<file path="src/core/spc_defs.svh">
/*
 * Constants of the serial port control block: register offsets, field
 * positions, reset values and timing counts.
 * Assumes a 200 MHz clk_sys that also stands for the converter master clock.
 */
// Functional notes
// - both data outputs float except while bits are actually being shifted out
// - raising select mid-output does not release the driven line
// - master mode: select high delays the ready-time transfer until select falls
// - slave mode: serial clock edges count only while select is low
// - select low after a result read: reuse stored instruction at next ready
// - first select high enables continuous read for good
// - after reset the bidirectional line is the data output pin
// - master, select low: clock runs when ready low; 0xff reads 32 clocks
// - all-zero instruction is a one-byte result write with no effect
// - default result rate about 345 Hz, period 2.9 ms
// - mode high: device is master and drives the serial clock
// - master serial clock is master clock divided by four
// - master mode: at most one instruction per conversion period
// - master, select high: each unread result overwritten, ready pulsed high
// - mode low: slave, external clock, many instructions per period
// - slave: line turns to output six to eight clocks after last fall
// - slave, no transfer: result overwritten, ready pulsed high before update
// - result update suppressed while the result is being read
// - stall over four data periods resets the serial interface only
`ifndef SPC_DEFS_SVH
`define SPC_DEFS_SVH

// ****************************************************************
// register map
// ****************************************************************
`define SPC_OFS_CTRL    12'h000
`define SPC_OFS_SRC     12'h004
`define SPC_OFS_STATUS  12'h008
`define SPC_OFS_RESULT  12'h00c
`define SPC_OFS_INSTR   12'h010

`define SPC_CTRL_SDIO_OUT 0
`define SPC_CTRL_RESET    1'b1

// ****************************************************************
// instruction fields and timing
// ****************************************************************
`define SPC_INS_RD      7
`define SPC_INS_CNT_HI  6
`define SPC_INS_CNT_LO  5

`define SPC_CLK_PS      5000
`define SPC_CONV_PS     64'd2900000000
`define SPC_TURN_MIN    6
`define SPC_SYNC_LAT    2
`define SPC_STALL_PER   4

`endif

</file>
<file path="src/core/spc_pkg.sv">
/*
 * Types of the serial port control block.
 * Assumes spc_defs.svh is included by the design file.
 */
package spc_pkg;

	typedef enum logic [2:0] {
		SPC_IDLE,
		SPC_INSTR,
		SPC_TURN,
		SPC_DATA
	} spc_state_t;

	typedef struct packed {
		logic        valid;
		logic        write;
		logic [11:0] addr;
	} spc_bus_req_t;

endpackage

</file>
<file path="src/core/spc_core.sv">
/*
 * Serial port control of a delta-sigma converter: select handling,
 * continuous read, master or slave clocking, data line turnaround,
 * result overwrite timing, and an AHB-Lite register slave.
 * Assumes pins arrive asynchronously and clk_sys is the master clock.
 */
`include "spc_defs.svh"

module spc_core
	import spc_pkg::*;
#(
	parameter int unsigned CONV_CYCLES  = 32'(64'(`SPC_CONV_PS) / 64'(`SPC_CLK_PS)),
	parameter int unsigned STALL_CYCLES = `SPC_STALL_PER * CONV_CYCLES
) (
	input  wire logic        clk_sys,
	input  wire logic        rst_n,
	input  wire logic        hsel,
	input  wire logic [31:0] haddr,
	input  wire logic [1:0]  htrans,
	input  wire logic        hwrite,
	input  wire logic [2:0]  hsize,
	input  wire logic        hready,
	input  wire logic [31:0] hwdata,
	output logic      [31:0] hrdata,
	output logic             hreadyout,
	output logic             hresp,
	input  wire logic        mode_pin,
	input  wire logic        sel_n_pin,
	input  wire logic        sclk_in,
	output logic             sclk_out,
	output logic             sclk_oe,
	input  wire logic        sdio_in,
	output logic             sdio_out,
	output logic             sdio_oe,
	output logic             serial_out_line,
	output logic             serial_out_line_oe,
	output logic             result_ready_n
);

	localparam int unsigned TURN_WAIT = `SPC_TURN_MIN - `SPC_SYNC_LAT;

	// ****************************************************************
	// pin synchronisers
	// ****************************************************************
	logic [3:0] pin_raw;
	logic [3:0] sync1_ff;
	logic [3:0] sync2_ff;

	assign pin_raw = {mode_pin, sel_n_pin, sclk_in, sdio_in};

	genvar gi;
	generate
		for (gi = 0; gi < 4; gi++) begin : g_sync
			always_ff @(posedge clk_sys) begin
				if (!rst_n) begin
					sync1_ff[gi] <= 1'b0;
					sync2_ff[gi] <= 1'b0;
				end else begin
					sync1_ff[gi] <= pin_raw[gi];
					sync2_ff[gi] <= sync1_ff[gi];
				end
			end
		end
	endgenerate

	logic is_master;
	logic sel_n;
	logic sclk_s;
	logic sdio_s;

	assign is_master = sync2_ff[3];
	assign sel_n     = sync2_ff[2];
	assign sclk_s    = sync2_ff[1];
	assign sdio_s    = sync2_ff[0];

	// ****************************************************************
	// registers and state
	// ****************************************************************
	spc_state_t   state_ff;
	spc_bus_req_t req_ff;
	logic [31:0]  hrdata_ff;
	logic         ctrl_sdio_out_ff;
	logic [23:0]  src_ff;
	logic [23:0]  result_ff;
	logic [7:0]   instr_ff;
	logic [7:0]   ishift_ff;
	logic [31:0]  oshift_ff;
	logic [5:0]   bitcnt_ff;
	logic [2:0]   turncnt_ff;
	logic [31:0]  conv_cnt_ff;
	logic [31:0]  stall_ff;
	logic         rdy_n_ff;
	logic         done_ff;
	logic         cr_en_ff;
	logic         cr_act_ff;
	logic         sclk_d_ff;
	logic         div_ff;
	logic         mclk_ff;
	logic         drive_ff;

	// ****************************************************************
	// ahb-lite slave, zero wait states
	// ****************************************************************
	function automatic logic [2:0] reg_sel(input logic [11:0] a);
		case (a)
			`SPC_OFS_CTRL:   reg_sel = 3'h1;
			`SPC_OFS_SRC:    reg_sel = 3'h2;
			`SPC_OFS_STATUS: reg_sel = 3'h3;
			`SPC_OFS_RESULT: reg_sel = 3'h4;
			`SPC_OFS_INSTR:  reg_sel = 3'h5;
			default:         reg_sel = 3'h0;
		endcase
	endfunction

	logic take;
	logic [31:0] rd_mux;
	logic [31:0] status_w;

	assign take     = hsel && hready && htrans[1];
	assign status_w = {27'h0, state_ff != SPC_IDLE, cr_act_ff, cr_en_ff, is_master, ~rdy_n_ff};

	always_comb begin
		case (reg_sel(haddr[11:0]))
			3'h1:    rd_mux = {31'h0, ctrl_sdio_out_ff};
			3'h2:    rd_mux = {8'h00, src_ff};
			3'h3:    rd_mux = status_w;
			3'h4:    rd_mux = {8'h00, result_ff};
			3'h5:    rd_mux = {24'h0, instr_ff};
			default: rd_mux = 32'h0;
		endcase
	end

	always_ff @(posedge clk_sys) begin
		if (!rst_n) begin
			req_ff    <= '0;
			hrdata_ff <= 32'h0;
		end else begin
			if (hready) begin
				req_ff <= '{valid: take, write: hwrite, addr: haddr[11:0]};
			end
			if (take && !hwrite) begin
				hrdata_ff <= rd_mux;
			end
		end
	end

	// the reset value makes the bidirectional line the result output
	always_ff @(posedge clk_sys) begin
		if (!rst_n) begin
			ctrl_sdio_out_ff <= `SPC_CTRL_RESET;
			src_ff           <= 24'h0;
		end else if (req_ff.valid && req_ff.write) begin
			case (reg_sel(req_ff.addr))
				3'h1:    ctrl_sdio_out_ff <= hwdata[`SPC_CTRL_SDIO_OUT];
				3'h2:    src_ff <= hwdata[23:0];
				default: ;
			endcase
		end
	end

	assign hrdata    = hrdata_ff;
	assign hreadyout = 1'b1;
	assign hresp     = 1'b0;

	// ****************************************************************
	// conversion timing and result update
	// ****************************************************************
	logic pre_tick;
	logic tick;
	logic reading;
	logic upd;

	assign pre_tick = conv_cnt_ff == CONV_CYCLES - 32'd2;
	assign tick     = conv_cnt_ff == CONV_CYCLES - 32'd1;
	assign reading  = state_ff == SPC_DATA && instr_ff[`SPC_INS_RD];
	assign upd      = tick && !reading;

	always_ff @(posedge clk_sys) begin
		if (!rst_n) begin
			conv_cnt_ff <= 32'h0;
		end else begin
			conv_cnt_ff <= tick ? 32'h0 : conv_cnt_ff + 32'd1;
		end
	end

	// unread results are simply replaced
	always_ff @(posedge clk_sys) begin
		if (!rst_n) begin
			result_ff <= 24'h0;
		end else if (upd) begin
			result_ff <= src_ff;
		end
	end

	logic xfer_end;

	// ready goes high one cycle ahead of the update and low after it
	always_ff @(posedge clk_sys) begin
		if (!rst_n) begin
			rdy_n_ff <= 1'b1;
		end else if (pre_tick) begin
			rdy_n_ff <= 1'b1;
		end else if (upd) begin
			rdy_n_ff <= 1'b0;
		end else if (xfer_end && reading) begin
			rdy_n_ff <= 1'b1;
		end
	end

	// ****************************************************************
	// serial clock: generated in master mode, sampled in slave mode
	// ****************************************************************
	logic run_clk;
	logic rise_ev;
	logic fall_ev;

	assign run_clk = is_master && (state_ff == SPC_INSTR || state_ff == SPC_DATA);

	// toggling every second cycle gives a quarter of the master clock
	always_ff @(posedge clk_sys) begin
		if (!rst_n) begin
			div_ff  <= 1'b0;
			mclk_ff <= 1'b0;
		end else if (run_clk) begin
			div_ff <= ~div_ff;
			if (div_ff) begin
				mclk_ff <= ~mclk_ff;
			end
		end else begin
			div_ff  <= 1'b0;
			mclk_ff <= 1'b0;
		end
	end

	always_ff @(posedge clk_sys) begin
		if (!rst_n) begin
			sclk_d_ff <= 1'b0;
		end else begin
			sclk_d_ff <= sclk_s;
		end
	end

	// slave edges are ignored while select is high
	always_comb begin
		if (is_master) begin
			rise_ev = run_clk && div_ff && !mclk_ff;
			fall_ev = run_clk && div_ff && mclk_ff;
		end else begin
			rise_ev = !sel_n && sclk_s && !sclk_d_ff;
			fall_ev = !sel_n && !sclk_s && sclk_d_ff;
		end
	end

	// ****************************************************************
	// transfer sequencing
	// ****************************************************************
	logic [5:0] nbits;
	logic       m_start;
	logic       stalled;

	assign nbits    = {1'b0, 2'(instr_ff[`SPC_INS_CNT_HI:`SPC_INS_CNT_LO]) + 2'd0, 3'h0} + 6'd8;
	// select high holds off the ready-time transfer, once per period
	assign m_start  = is_master && !sel_n && !rdy_n_ff && !done_ff;
	assign stalled  = stall_ff >= STALL_CYCLES - 32'd1;
	assign xfer_end = state_ff == SPC_DATA && fall_ev && bitcnt_ff == nbits;

	always_ff @(posedge clk_sys) begin
		if (!rst_n) begin
			state_ff   <= SPC_IDLE;
			ishift_ff  <= 8'h0;
			instr_ff   <= 8'h0;
			bitcnt_ff  <= 6'h0;
			turncnt_ff <= 3'h0;
		end else if (stalled && state_ff != SPC_IDLE) begin
			state_ff <= SPC_IDLE;
		end else begin
			case (state_ff)
				SPC_IDLE: begin
					bitcnt_ff  <= 6'h0;
					turncnt_ff <= 3'h0;
					// stored instruction is reused in continuous read
					if ((m_start && cr_act_ff) || (!is_master && cr_act_ff && upd)) begin
						state_ff <= SPC_TURN;
					end else if (m_start) begin
						state_ff <= SPC_INSTR;
					end else if (!is_master && rise_ev) begin
						ishift_ff <= {ishift_ff[6:0], sdio_s};
						bitcnt_ff <= 6'd1;
						state_ff  <= SPC_INSTR;
					end
				end
				SPC_INSTR: begin
					if (rise_ev) begin
						ishift_ff <= {ishift_ff[6:0], sdio_s};
						bitcnt_ff <= bitcnt_ff + 6'd1;
					end else if (fall_ev && bitcnt_ff == 6'd8) begin
						instr_ff  <= ishift_ff;
						bitcnt_ff <= 6'h0;
						// an all-zero byte is a one-byte write that is discarded
						state_ff  <= ishift_ff[`SPC_INS_RD] ? SPC_TURN : SPC_DATA;
					end
				end
				SPC_TURN: begin
					// line turns after the last instruction fall
					turncnt_ff <= turncnt_ff + 3'd1;
					if (turncnt_ff == 3'(TURN_WAIT - 1)) begin
						state_ff <= SPC_DATA;
					end
				end
				SPC_DATA: begin
					if (rise_ev) begin
						bitcnt_ff <= bitcnt_ff + 6'd1;
					end else if (xfer_end) begin
						state_ff <= SPC_IDLE;
					end
				end
				default: state_ff <= SPC_IDLE;
			endcase
		end
	end

	// counts idle link time inside a transfer; registers are left intact
	always_ff @(posedge clk_sys) begin
		if (!rst_n) begin
			stall_ff <= 32'h0;
		end else if (state_ff == SPC_IDLE || state_ff == SPC_TURN || rise_ev || fall_ev) begin
			stall_ff <= 32'h0;
		end else begin
			stall_ff <= stall_ff + 32'd1;
		end
	end

	always_ff @(posedge clk_sys) begin
		if (!rst_n) begin
			done_ff <= 1'b0;
		end else if (tick) begin
			done_ff <= 1'b0;
		end else if (m_start) begin
			done_ff <= 1'b1;
		end
	end

	// enabled for good by the first high select; entered only by a read with select low
	always_ff @(posedge clk_sys) begin
		if (!rst_n) begin
			cr_en_ff  <= 1'b0;
			cr_act_ff <= 1'b0;
		end else begin
			if (sel_n) begin
				cr_en_ff <= 1'b1;
			end
			if (sel_n) begin
				cr_act_ff <= 1'b0;
			end else if (xfer_end && reading && cr_en_ff) begin
				cr_act_ff <= 1'b1;
			end
		end
	end

	// ****************************************************************
	// output shifting and line drive
	// ****************************************************************
	// the select pin has no say in the drive
	always_ff @(posedge clk_sys) begin
		if (!rst_n) begin
			oshift_ff <= 32'h0;
			drive_ff  <= 1'b0;
		end else if (state_ff == SPC_TURN && turncnt_ff == 3'(TURN_WAIT - 1)) begin
			oshift_ff <= {result_ff, 8'h00};
			drive_ff  <= instr_ff[`SPC_INS_RD];
		end else if (state_ff != SPC_DATA || xfer_end) begin
			drive_ff <= 1'b0;
		end else if (fall_ev && drive_ff) begin
			oshift_ff <= {oshift_ff[30:0], 1'b0};
		end
	end

	// one-cycle lag keeps data and enable aligned at the pins
	always_ff @(posedge clk_sys) begin
		if (!rst_n) begin
			sdio_out           <= 1'b0;
			sdio_oe            <= 1'b0;
			serial_out_line    <= 1'b0;
			serial_out_line_oe <= 1'b0;
		end else begin
			sdio_out           <= oshift_ff[31];
			sdio_oe            <= drive_ff && ctrl_sdio_out_ff;
			serial_out_line    <= oshift_ff[31];
			serial_out_line_oe <= drive_ff && !ctrl_sdio_out_ff;
		end
	end

	// the clock pin is an output only in master mode
	always_ff @(posedge clk_sys) begin
		if (!rst_n) begin
			sclk_out       <= 1'b0;
			sclk_oe        <= 1'b0;
			result_ready_n <= 1'b1;
		end else begin
			sclk_out       <= mclk_ff;
			sclk_oe        <= is_master;
			result_ready_n <= rdy_n_ff;
		end
	end

endmodule

</file>
<file path="config.mk">
export PLATFORM = sky130hd
export DESIGN_NAME = spc_core
export DESIGN_NICKNAME = d
export VERILOG_FILES = /design/src/core/spc_pkg.sv /design/src/core/spc_core.sv
export VERILOG_INCLUDE_DIRS = /design/src /design/src/core
export SDC_FILE = /design/constraint.sdc
export NUM_CORES = 1
export LEC_CHECK = 0
export BUFFER_PORTS_ARGS = -buffer_cell sky130_fd_sc_hd__buf_2
export CAP_MARGIN = 20
export CORE_ASPECT_RATIO = 1.1
export CORE_MARGIN = 2
export CORE_UTILIZATION = 46
export DETAILED_ROUTE_END_ITERATION = 8
export PLACE_DENSITY_LB_ADDON = 0.15
export SYNTH_ARGS = -nofsm -noshare
export SYNTH_HDL_FRONTEND = slang
export SYNTH_SLANG_ARGS = --single-unit
</file>
<file path="constraint.sdc">
create_clock -name clk_sys -period 4.9 [get_ports clk_sys]
set_input_delay 0.98 -clock clk_sys [delete_from_list [all_inputs] [get_ports clk_sys]]
set_output_delay 0.98 -clock clk_sys [all_outputs]
set_load 0.01 [all_outputs]
</file>
Word-level counts from Yosys, hierarchy flattened:

Cells that the tools add are included.

* input port bits: 78
* output and inout port bits: 41
* logic and storage cells: 194
* flip-flop bits (word level): 233

* reduce and logical (&&, ||, !) cells: 71
* $lt $le $gt $ge: 1
* bitwise gates (word level): 6
* add/sub/neg operators: 5
* mux-type cells: 37
* equality and inequality tests: 37

Operators with widths (count)
* 24-bit one-hot mux with 5 select lines: 1
* 32-bit 2-to-1 mux: 3
* 32-bit by 1-bit adder with 32-bit output, second input constant: 2
* 32-bit by 20-bit == test with 1-bit output, second input constant: 2
* 12-bit by 4-bit == test with 1-bit output, second input constant: 4
* 32-bit by 22-bit greater-or-equal comparator with 1-bit output, second input constant: 1
* 8-bit 2-to-1 mux: 4
* 1-bit logical AND: 31
* 3-bit 2-to-1 mux: 10
* 3-bit one-hot mux with 5 select lines: 2
* 12-bit by 3-bit == test with 1-bit output, second input constant: 2
* 12-bit by 5-bit == test with 1-bit output, second input constant: 2
* 12-bit logical NOT: 2
* 2-bit inequality test, second input constant: 10
* 3-bit by 2-bit == test with 1-bit output, second input constant: 6
* 6-bit 2-to-1 mux: 3
* 6-bit one-hot mux with 3 select lines: 1
* 8-bit one-hot mux with 2 select lines: 1
* 3-bit one-hot mux with 4 select lines: 1
* 6-bit AND reduction: 2
* 1-bit logical NOT: 10
* 1-bit 2-to-1 mux: 10
* 2-bit AND reduction: 5
* 2-bit nonzero test: 5
* other kinds (17): 37

Logic depth before layout (Yosys ltp):

Gate-level depths: netlist of the first run.

* depth after elaboration: 11
* depth in mapped cells: 11
* depth with buffers taken out: 8

Worst setup path before layout of the first run:

No wires, ideal clock.

* kind: in2reg
* start point: input port haddr[6]
* end point: register hrdata_ff[16], in the netlist hrdata[16]
* buffers on the path: 1
* path slack: 2339 ps
* cell stages on the path: 7
* arrival time: 2496 ps
* cell sequence: nor4_1 > nand3_1 > nor4b_4 > o21bai_1 > clkbuf_1 > a2bb2oi_1 > nor2_1

* word-level cells in the longest chain between the ends: 4
* elaborated cells between the ends (all ways): 12
* classes of those cells: eq/ne: 9; mux: 2; reduce/logical: 1

RTL lines
* from (decl): line spc_core.sv:18 `input wire logic [31:0] haddr,`
* 12-bit by 5-bit == test with 1-bit output, or another cell as far along: line spc_core.sv:105 `case (a)`
* 3-bit one-hot mux with 5 select lines *: line spc_core.sv:105
* 3-bit == test, or another cell as far along: line spc_core.sv:123 `case (reg_sel(haddr[11:0]))`
* 24-bit one-hot mux with 5 select lines *: line spc_core.sv:123
* to (signal assigned): line spc_core.sv:142 `hrdata_ff <= rd_mux;`
* to (decl): line spc_core.sv:81 `logic [31:0] hrdata_ff;`

Mark *: on every way between the ends. The rest lies on a longest branch, timed or not.
A chain may end at the register's enable or synchronous reset.

Final worst setup path of the first run:

* start point: register state_ff[1]
* end point: register oshift_ff[21]

* word-level cells in the longest chain between the ends: 11
* elaborated cells between the ends (all ways): 18
* classes of those cells: eq/ne: 5; mux: 2; reduce/logical: 11

RTL lines
* from (decl): line spc_core.sv:79 `spc_state_t state_ff;`
* from (signal assigned): line spc_core.sv:300 `` state_ff <= ishift_ff[`SPC_INS_RD] ? SPC_TURN : SPC_DATA; ``
* 3-bit by 1-bit == test with 1-bit output / 3-bit by 2-bit == test with 1-bit output (equally long branches): line spc_core.sv:217, spc_core.sv:265
* 1-bit logical OR: line spc_core.sv:217 `assign run_clk = is_master && (state_ff == SPC_INSTR || state_ff == SPC_DATA);`
* 1-bit logical AND: line spc_core.sv:217
* 1-bit logical AND (2 in a row): line spc_core.sv:247 `fall_ev = run_clk && div_ff && mclk_ff;`
* 1-bit 2-to-1 mux: line spc_core.sv:245 `if (is_master) begin`
* 1-bit logical AND (2 in a row): line spc_core.sv:265 `assign xfer_end = state_ff == SPC_DATA && fall_ev && bitcnt_ff == nbits;`
* 1-bit logical OR: line spc_core.sv:371 `end else if (state_ff != SPC_DATA || xfer_end) begin`
* 2-bit inequality test (no source line)
* 2-bit AND reduction (no source line)
* to (signal assigned): line spc_core.sv:369 `oshift_ff <= {result_ff, 8'h00};`
* to (signal assigned): line spc_core.sv:374 `oshift_ff <= {oshift_ff[30:0], 1'b0};`
* to (decl): line spc_core.sv:87 `logic [31:0] oshift_ff;`

Parallel ways exist; a longest one is shown, timed or not.

==> results of run 1 <==
kinds of logic after synthesis:
| group | Yosys count | share of synthesized area |
|---|---|---|
| AND/OR/NAND/NOR | 446 | 0.235 |
| flip-flops | 224 | 0.459 |
| adder cells (fa/ha/maj) | 14 | 0.0179 |
| other | 2 | 0.000769 |
| XOR/XNOR | 53 | 0.0475 |
| multiplexers | 64 | 0.0659 |
| buffers and inverters | 89 | 0.0431 |
| AO/OA/AOI/OAI | 189 | 0.131 |
sequential cells by signal, summed over array words and instances, names as in the netlist, 2 cells and up:
| name | count |
|---|---|
| instr_ff | 8 |
| state_ff | 2 |
| ishift_ff | 8 |
| src_ff | 24 |
| turncnt_ff | 3 |
| oshift_ff | 24 |
| hrdata | 24 |
| sync1_ff | 4 |
| bitcnt_ff | 6 |
| conv_cnt_ff | 32 |
| result_ff | 24 |
| req_ff | 14 |
| stall_ff | 32 |
report_power, final:
group	leakage (nW)	internal [mW]	switching, mW
sequential	1.81	1.85	0.0232
combinational	2.12	0.101	0.194
clock	0.415	1.11	0.744
total	4.35	3.06	0.961
routing by layer:
layer / share of wire / global-route usage / vias up
li1: - / - / 3920
met1: 0.50 / 0.272 / 3632
met2: 0.44 / 0.302 / 147
met3: 0.047 / 0.0272 / 27
met4: 0.014 / 0.0377 / 0
met5: 0 / 0 / -
final cells by class:
type                    count  area (µm²)
fillers                  1933        9560
inverters                  13        50.0
multi-input cells         776        4920
clock buffers              38         754
repair buffers             89         513
clock inverters             7        75.1
well taps                 285         357
flip-flops and latches    224        4480
worst max path at each step:
stage / start / to / slack (ns) / cells after the start
2_1_floorplan: haddr[6] / hrdata[16]$_SDFFE_PN0P_ / 2.34 / 7
3_3_place_gp: haddr[6] / hrdata[6]$_SDFFE_PN0P_ / 1.47 / 7
3_5_place_dp: haddr[6] / hrdata[2]$_SDFFE_PN0P_ / 1.41 / 8
4_1_cts: state_ff[1]$_SDFFE_PP0P_ / oshift_ff[21]$_SDFFE_PN0P_ / 1.88 / 8
5_1_grt: state_ff[1]$_SDFFE_PP0P_ / oshift_ff[26]$_SDFFE_PN0P_ / 1.66 / 8
6_report: state_ff[1]$_SDFFE_PP0P_ / oshift_ff[21]$_SDFFE_PN0P_ / 1.89 / 8
through the flow:
stage	worst slack, ns	util	cells
after floorplan	2.34	-	1089
after global placement	1.47	0.496	1384
after detailed placement	1.41	0.496	1384
after CTS	1.88	0.536	1429
after global routing	1.66	0.539	1432
final	1.89	0.539	1432
cell usage after synthesis, types with 22 or more instances:
cell,count
mux2i_1,62
o21ai_0,41
nand4_1,22
dfxtp_1,224
nand3_1,76
clkbuf_1,47
a21oi_1,44
nand2_1,94
xnor2_1,24
xor2_1,29
nor2_1,143
o31ai_1,26
placed cells by master, fill, tap and decap left out, types with 3 or more instances in the layout:
cell | netlist | routed
a21oi_1 | 44 | 44
xor2_1 | 29 | 29
o31ai_1 | 26 | 26
nand4b_1 | 3 | 3
mux2i_1 | 62 | 62
nand4_1 | 22 | 22
buf_2 | 11 | 76
o21ai_0 | 41 | 41
inv_1 | 12 | 12
nor4_4 | 4 | 4
and3_1 | 5 | 5
o22ai_1 | 3 | 3
or4b_1 | 3 | 3
and4_1 | 6 | 6
clkbuf_16 | 0 | 25
clkinv_2 | 0 | 6
and2_1 | 17 | 17
buf_4 | 15 | 10
conb_1 | 2 | 10
a22oi_1 | 18 | 18
dfxtp_1 | 224 | 224
or3_1 | 13 | 13
nor2_1 | 143 | 143
nand2b_1 | 6 | 6
nand2_1 | 94 | 94
o211ai_1 | 8 | 8
a222oi_1 | 8 | 8
ha_1 | 14 | 14
xnor2_1 | 24 | 24
clkbuf_1 | 47 | 5
or4_1 | 3 | 3
a2bb2oi_1 | 21 | 21
nor3_1 | 12 | 12
nor4_1 | 8 | 8
nor4b_1 | 3 | 3
clkbuf_8 | 0 | 8
nand3_1 | 76 | 76
nor2b_1 | 7 | 7
worst max-delay path: cells and delay by family (launching register included):
family          cells  cell delay [ns]
fa+ha+maj           1             0.46
simple gates        2             0.43
compound gates      4             1.26
flops               1             0.41
buf+inv             1             0.36
==> flow_summary.json, run 1 <==
{
  "drt-initial-drc-count": 500,
  "end_kind": "flop",
  "ant_nets": 0,
  "reg2reg_to": "oshift_ff[21]$_SDFFE_PN0P_",
  "ys.warnings.count": 0,
  "clk_latency_ns": 0.53,
  "worst_pin_slew_ns": 0.993,
  "critPathMaxFanout": 30,
  "layout-drive-gt1-share": 0.139,
  "worstHoldEndpoint": "is_master$_SDFF_PN0_",
  "rsz0062_at_grt": "no",
  "synthTopCellsByArea": "dfxtp_1 46%, mux2i_1 6.4%, nor2_1 5.5%",
  "placed_cell_area_um2": 10300,
  "grtUsageTotal": 0.189,
  "core_area_um2": 20700,
  "synthDistinctLibCells": 70,
  "area_delta_synth_final_pct": 14.3,
  "slowest_stage": "a41oi_4",
  "path_cells": "ha_1 > o211a_1 > a22oi_1 > or2_1 > a41oi_4 > buf_4 > nand3_1 > o31ai_1",
  "cp_data_arrival_time_ns": 3.45,
  "io_buffers": 76,
  "first_pass_iters": 5,
  "drv_cap": 0,
  "n_antenna_cell": 0,
  "p_total_mw": 4.03,
  "cp-start-kind": "flop",
  "io_pins": 119,
  "antenna_found_initial": 0,
  "setup_tns_ns": 0,
  "fin_area_um2": 11200,
  "fmax_ghz": 0.332,
  "p_leak_nw": 4.35,
  "cts_buffer_depth": 3,
  "cts_max_level": 1,
  "crit_type": "flop to flop",
  "fp.dieW_um": 143,
  "netlist.area_leader.share": 0.459,
  "finalHoldViolCount": 0,
  "gp_congestion": 0.793,
  "die_area_um2": 22400,
  "grt_pass1_wl_mm": 35.4,
  "root_buffer": "clkbuf_16",
  "synth-main-ff-cell": "dfxtp_1",
  "path_clk_slew_ns": 0.06,
  "ys_seq_area_frac": 0.459,
  "finClkSkew_ns": 0.0196,
  "final_max_slew_viol_count": 0,
  "post_cts_buffers": 0,
  "wl_per_cell_um": 14.8,
  "via_count": 7726,
  "cts_num_sinks": 224,
  "slew_headroom": 0.338,
  "reg2reg_from": "state_ff[1]$_SDFFE_PP0P_",
  "initial_core_util": 0.471,
  "synth_top_cell_by_area": "dfxtp_1",
  "slowest_delay_ns": 0.80,
  "ff2ff_setup_slack_ns": 1.89,
  "synthCells": 1081,
  "rows": 55,
  "fin_crit_sh": 0.615,
  "hold_start": "sync1_ff[3]$_SDFF_PN0_",
  "post_cts_resized": 0,
  "setup_viol": 0,
  "drcViolationCount": 0,
  "holdCritPathClass": "flop to flop",
  "min_path_cells": 1,
  "crit_required_ns": 5.34,
  "hold_ws_ns": 0.419,
  "dieHeight_um": 157,
  "status": "complete, no violations",
  "synth_area_um2": 9760,
  "grt_pass1_vias": 7102,
  "wl_mm": 21.2,
  "nets": 1221,
  "hold_buffers": 0,
  "via_per_inst": 5.40,
  "cts_tree": "yes",
  "numCtsBuffers": 25,
  "power_density_nw_per_um2": 361,
  "fin_crit_ns": 3.01,
  "dpl.hpwl_mm": 13.6,
  "overflow": 0,
  "ys_seq_elements": 224,
  "r2r_cells": 8,
  "synth_edf_count": 0,
  "max-vdd-ir-drop_mv": 0.256,
  "synth_area_per_cell_um2": 9.03,
  "grt_max_degree": 90,
  "async_flop_share": 0
}
(Power assumes the default switching activity.)
==> inputs of run 2 (changes only) <==
- ABC_AREA: not set -> 1
- clock period: 4.9 -> 3.1 ns (I/O delays scaled with it)
==> run 2 against run 1 <==
Count of clock-buffer cells in the layout up 3. Core utilization down 0.82 points. Fmax grew 31%. First-iteration DRC count grew 8.6%. Critical path depth increased by 6. Combinational power rose to 2.6 times the previous value. Critical endpoint is now stall_ff[12]$_SDFF_PP0_. Highest routed layer unchanged.
==> flow_summary.json, run 2 <==
{
  "cp_data_arrival_time_ns": 2.72,
  "cts_max_level": 1,
  "ant_nets": 0,
  "setup_viol": 0,
  "netlist.area_leader.share": 0.431,
  "yosys.area_share.adder": 0.0168,
  "clk_latency_ns": 0.54,
  "n_antenna_cell": 0,
  "ys_seq_elements": 224,
  "finalHoldViolCount": 0,
  "post_cts_buffers": 0,
  "ys_seq_area_frac": 0.431,
  "crit_required_ns": 3.51,
  "io_buffers": 76,
  "finClkSkew_ns": 0.0291,
  "power_density_nw_per_um2": 572,
  "worst_pin_slew_ns": 0.900,
  "fin_crit_ns": 2.30,
  "synthCells": 1489,
  "hold_buffers": 0,
  "io_pins": 119,
  "rsz0062_at_grt": "no",
  "root_buffer": "clkbuf_16",
  "synth_compound_area_frac": 0.124,
  "drt-initial-drc-count": 543,
  "end_kind": "flop",
  "synthSimpleGateAreaFrac": 0.313,
  "numCtsBuffers": 25,
  "grt_max_degree": 86,
  "antenna_found_initial": 0,
  "hold_ws_ns": 0.257,
  "dieHeight_um": 162,
  "path_clk_slew_ns": 0.06,
  "grt_pass1_wl_mm": 39.9,
  "postLayoutCoreUtil": 0.530,
  "final_cell_mix": "393 x nand2_1, 224 x dfxtp_1, 160 x nor2_1, 151 x a21oi_1, 147 x inv_1",
  "holdCritPathClass": "input pin to flop",
  "drcViolationCount": 0,
  "crit_type": "flop to flop",
  "fmax_ghz": 0.434,
  "grtUsageTotal": 0.196,
  "post_layout_nonfiller_instances": 1857,
  "top_regs": "conv_cnt_ff (32), stall_ff (32)",
  "cts_num_sinks": 224,
  "area_delta_synth_final_pct": 12.8,
  "wl_mm": 23.7,
  "via_per_inst": 4.94,
  "layout-drive-gt1-share": 0.117,
  "wl_per_cell_um": 12.8,
  "synth_top_cell_by_area": "dfxtp_1",
  "synth_top_family_by_area": "simple AND/OR/NAND/NOR gates",
  "drv_cap": 0,
  "grt_pass1_vias": 8422,
  "max-vdd-ir-drop_mv": 0.460,
  "final_max_slew_viol_count": 0,
  "muxShareOfSynthArea": 0,
  "ys.warnings.count": 0,
  "synthTopCellsByArea": "dfxtp_1 43%, nand2_1 14%, a21oi_1 7.3%",
  "die_area_um2": 23800,
  "gp_congestion": 0.798,
  "p_total_mw": 6.71,
  "layout_commonest_cell": "nand2_1",
  "ff2ff_setup_slack_ns": 0.80,
  "synth_area_um2": 10400,
  "overflow": 0,
  "nets": 1637,
  "post_cts_resized": 0,
  "synth_most_common_cell": "nand2_1",
  "async_flop_share": 0,
  "synth_area_per_cell_um2": 6.98,
  "synth_xor_area_frac": 0.0227,
  "rows": 57,
  "synth_edf_count": 0,
  "initial_core_util": 0.470,
  "fillers": 2217,
  "p_leak_nw": 4.51,
  "cts_buffer_depth": 3,
  "dpl.hpwl_mm": 16.4,
  "core_area_um2": 22100,
  "first_pass_iters": 5,
  "synthDistinctLibCells": 40,
  "status": "complete, no violations",
  "slew_headroom": 0.400,
  "via_count": 9170,
  "place_inst": 1813,
  "cp-start-kind": "flop",
  "synth-main-ff-cell": "dfxtp_1",
  "synthTopCellsByCount": "394 x nand2_1, 224 x dfxtp_1, 160 x nor2_1",
  "fp.dieW_um": 147,
  "cts_tree": "yes",
  "critPathMaxFanout": 20,
  "fin_crit_sh": 0.743,
  "setup_tns_ns": 0
}
run 2: layer usage:
| layer | vias to the layer above | part of all wire | GRT usage |
|---|---|---|---|
| met5 | - | 0 | 0 |
| met4 | 0 | 0.012 | 0.0380 |
| met3 | 23 | 0.038 | 0.0278 |
| met2 | 147 | 0.47 | 0.337 |
| met1 | 4133 | 0.48 | 0.266 |
| li1 | 4867 | - | - |
run 2: path summary, 6_finish.rpt:
check | endpoint | cells past startpoint | from
hold / removal | sync1_ff[1]$_SDFF_PN0_ | 3 | sclk_in
setup / recovery | stall_ff[12]$_SDFF_PP0_ | 14 | state_ff[1]$_SDFFE_PP0P_
hold reg to reg | sclk_d_ff$_SDFF_PN0_ | 2 | sclk_s$_SDFF_PN0_
setup reg to reg | stall_ff[12]$_SDFF_PP0_ | 14 | state_ff[1]$_SDFFE_PP0P_
run 2: cells by family (layout without fill, tap and decap cells):
| family | Yosys count | in the layout |
|---|---|---|
| AND/OR/NAND/NOR | 747 | 747 |
| AO/OA/AOI/OAI | 249 | 249 |
| buffers and inverters | 226 | 291 |
| flip-flops | 224 | 224 |
| XOR/XNOR | 27 | 27 |
| adder cells (fa/ha/maj) | 14 | 14 |
| other | 2 | 10 |
run 2: per-stage QoR:
stage	worst slack, ns	instance area (µm²)
after floorplan	1.22	10400
after global placement	0.662	10900
after detailed placement	0.659	10900
after CTS	0.800	11700
after global routing	0.536	11700
final	0.795	11700
run 2: area by class of cell:
type	count	area, µm²	area share
clock buffers	41	746	0.0636
repair buffers	89	478	0.0408
flip-flops and latches	224	4480	0.382
multi-input cells	1047	4990	0.426
inverters	158	597	0.0509
clock inverters	3	57.6	0.00491
well taps	295	369	0.0315
run 2: power by group:
| part | switching [mW] | total, mW | internal (mW) |
|---|---|---|---|
| sequential | 0.0719 | 3.04 | 2.97 |
| clock | 1.17 | 2.89 | 1.72 |
| combinational | 0.517 | 0.771 | 0.254 |
run 2: worst max-delay path, stage by stage, from the launching register on:
cell and delay [ns]:
dfxtp_1 0.36, inv_1 0.10, ha_1 0.35, inv_2 0.09, nand2_2 0.11, nand4_1 0.12
nand2_2 0.15, inv_4 0.07, nand4_1 0.08, nor2_2 0.04, buf_4 0.19, inv_2 0.32
a21oi_1 0.07, o21ai_1 0.09, inv_1 0.05
==> inputs of run 3 (changes only) <==
- ABC_AREA: 1 -> 0
- clock period: 3.1 -> 2.2 ns (I/O delays scaled with it)
==> run 3 against run 2 <==
Worst hold slack worse by 0.13 ns. Critical path depth down 8. Setup slack worse by 0.68 ns. Count of clock-buffer cells in the layout is 5 lower. Sequential power grew 37%. Register-to-register slack got worse by 0.68 ns. First-iteration DRC count is 1.3% lower. Core utilization increased by 4.2 points. Die area down 5.9%. Cell count fell by 19%. Critical path type unchanged.
==> flow_summary.json, run 3 (synthesis gave the netlist of run 1 again) <==
{
  "status": "complete, no violations",
  "r2r_cells": 6,
  "io_pins": 119,
  "grt_use_met2": 0.314,
  "rsz0062_at_grt": "yes",
  "slew_headroom": 0.643,
  "power_density_nw_per_um2": 747,
  "die_area_um2": 22400,
  "swShare": 0.242,
  "grt.met3_usage": 0.0291,
  "critPathMaxFanout": 5,
  "core_area_um2": 20700,
  "final_cell_mix": "219 x dfxtp_1, 143 x nor2_1, 93 x nand2_1, 76 x buf_2, 75 x nand3_1",
  "first_pass_iters": 5,
  "layout-drive-gt1-share": 0.201,
  "nets": 1288,
  "fin_ws_ns": 0.116,
  "seq_power_share": 0.470,
  "min_path_cells": 2,
  "ant_nets": 0,
  "worst_pin_slew_ns": 0.536,
  "cts_buffer_depth": 3,
  "cp-start-kind": "flop",
  "fillers": 1897,
  "grt_pass1_vias": 7469,
  "reg2reg_from": "stall_ff[12]$_SDFF_PP0_",
  "clk_latency_ns": 0.52,
  "cts_tree": "yes",
  "antenna_found_initial": 0,
  "root_buffer": "clkbuf_16",
  "reg2reg_to": "bitcnt_ff[5]$_SDFFE_PN0P_",
  "final_max_slew_viol_count": 0,
  "p_int_mw": 6.72,
  "n_antenna_cell": 0,
  "setup_tns_ns": 0,
  "end_kind": "flop",
  "p_switching_mw": 2.14,
  "p_comb_frac": 0.089,
  "place_ws_ns": -0.135,
  "numCtsBuffers": 25,
  "ff2ff_setup_slack_ns": 0.12,
  "drt-initial-drc-count": 536,
  "overflow": 0,
  "via_per_inst": 5.37,
  "finClkSkew_ns": 0.0180,
  "fp.dieW_um": 143,
  "fin_crit_ns": 2.08,
  "wl_per_cell_um": 15.3,
  "p_leak_nw": 4.75,
  "path_clk_slew_ns": 0.06,
  "fmax_ghz": 0.480,
  "max-vdd-ir-drop_mv": 0.607,
  "top_regs": "conv_cnt_ff (32), stall_ff (32)",
  "cts_max_level": 1,
  "holdCritPathClass": "input pin to flop",
  "grt_pass1_wl_mm": 36.9,
  "finalHoldViolCount": 0,
  "via_count": 8043,
  "crit_type": "flop to flop",
  "crit_path_start": "stall_ff[12]$_SDFF_PP0_",
  "grtUsageTotal": 0.198,
  "rows": 55,
  "drv_cap": 0,
  "wl_mm": 22.9,
  "fin_crit_sh": 0.947,
  "p_clk_frac": 0.441,
  "gp_congestion": 0.803,
  "grt_max_degree": 114,
  "area_delta_synth_final_pct": 21.4,
  "grt_use_met1": 0.286,
  "cts_num_sinks": 224,
  "gr-max-usage-layer": "met2",
  "crit_required_ns": 2.63,
  "dpl.hpwl_mm": 14.5,
  "initial_core_util": 0.471,
  "drcViolationCount": 0,
  "setup_viol": 0,
  "crit_path_end": "bitcnt_ff[5]$_SDFFE_PN0P_",
  "dieHeight_um": 157,
  "place_inst": 1447,
  "layout_commonest_cell": "dfxtp_1",
  "io_buffers": 76,
  "post_layout_nonfiller_instances": 1498,
  "cp_data_arrival_time_ns": 2.52
}
[run 3: cell count changes in the layout (fill, tap and decap cells not counted), sizes merged, moves of 18 or more]
cell | before | now
buf | 89 | 153
nor2 | 172 | 144
a21oi | 152 | 44
a22oi | 0 | 18
o21ai | 87 | 44
o31ai | 0 | 27
inv | 158 | 13
nor3 | 35 | 13
nand2 | 406 | 94
mux2i | 0 | 62
a2bb2oi | 0 | 21
[run 3: power groups by stage]
| stage | Clock (mW) | Sequential, mW | Combinational (mW) |
|---|---|---|---|
| final | 3.90 | 4.17 | 0.788 |
| after global routing | 4.16 | 4.18 | 0.873 |
| after CTS | 4.01 | 4.16 | 0.765 |
| after detailed placement | 0 | 4.25 | 0.758 |
| after global placement | 0 | 4.25 | 0.755 |
| after floorplan | 0 | 4.24 | 0.498 |
[run 3: layout make-up]
class / count / area (µm²) / area share
timing repair buffer: 156 / 1180 / 0.0994
clock inverter: 8 / 46.3 / 0.00391
inverter: 13 / 50.0 / 0.00422
multi-input combinational: 776 / 5000 / 0.422
sequential: 224 / 4490 / 0.379
clock buffer: 36 / 727 / 0.0613
tap: 285 / 357 / 0.0301
[run 3: how the worst min path moves through the flow]
stage,startpoint,endpoint
3_5_place_dp,sync1_ff[1]$_SDFF_PN0_,sclk_s$_SDFF_PN0_
4_1_cts,sdio_in,sync1_ff[0]$_SDFF_PN0_
5_1_grt,mode_pin,sync1_ff[3]$_SDFF_PN0_
6_report,sdio_in,sync1_ff[0]$_SDFF_PN0_
2_1_floorplan,sync1_ff[3]$_SDFF_PN0_,is_master$_SDFF_PN0_
3_3_place_gp,sync1_ff[3]$_SDFF_PN0_,is_master$_SDFF_PN0_
[run 3: critical path, stage by stage (launching register included)]
cell	delay, ns
dfxtp_1	0.34
nor4_1	0.32
o211ai_1	0.22
a31oi_4	0.26
o21ai_2	0.09
or4_4	0.54
o31ai_2	0.23
[run 3: repair_timing]
item	in CTS	in global routing
endpoints found under the hold margin	0	0
hold buffers	0	0
pin swaps	0	4
resized for setup	1	20
gates cloned	0	5
setup endpoints to repair	1	83
buffers inserted	0	2
[run 3: per-stage QoR]
step	hold slack, ns	cell area (µm²)	total power, mW	utilization
3_3_place_gp	0.414	10900	5.01	0.525
6_report	0.125	11900	8.86	0.572
5_1_grt	0.119	11900	9.21	0.572
4_1_cts	0.104	11600	8.94	0.562
3_5_place_dp	0.419	10900	5.01	0.525
2_1_floorplan	0.412	9790	4.74	-
[run 3: metal layers]
| metal | part of all wire | up-vias |
|---|---|---|
| li1 | - | 4045 |
| met1 | 0.50 | 3792 |
| met2 | 0.44 | 176 |
| met5 | 0 | - |
| met3 | 0.048 | 30 |
| met4 | 0.015 | 0 |
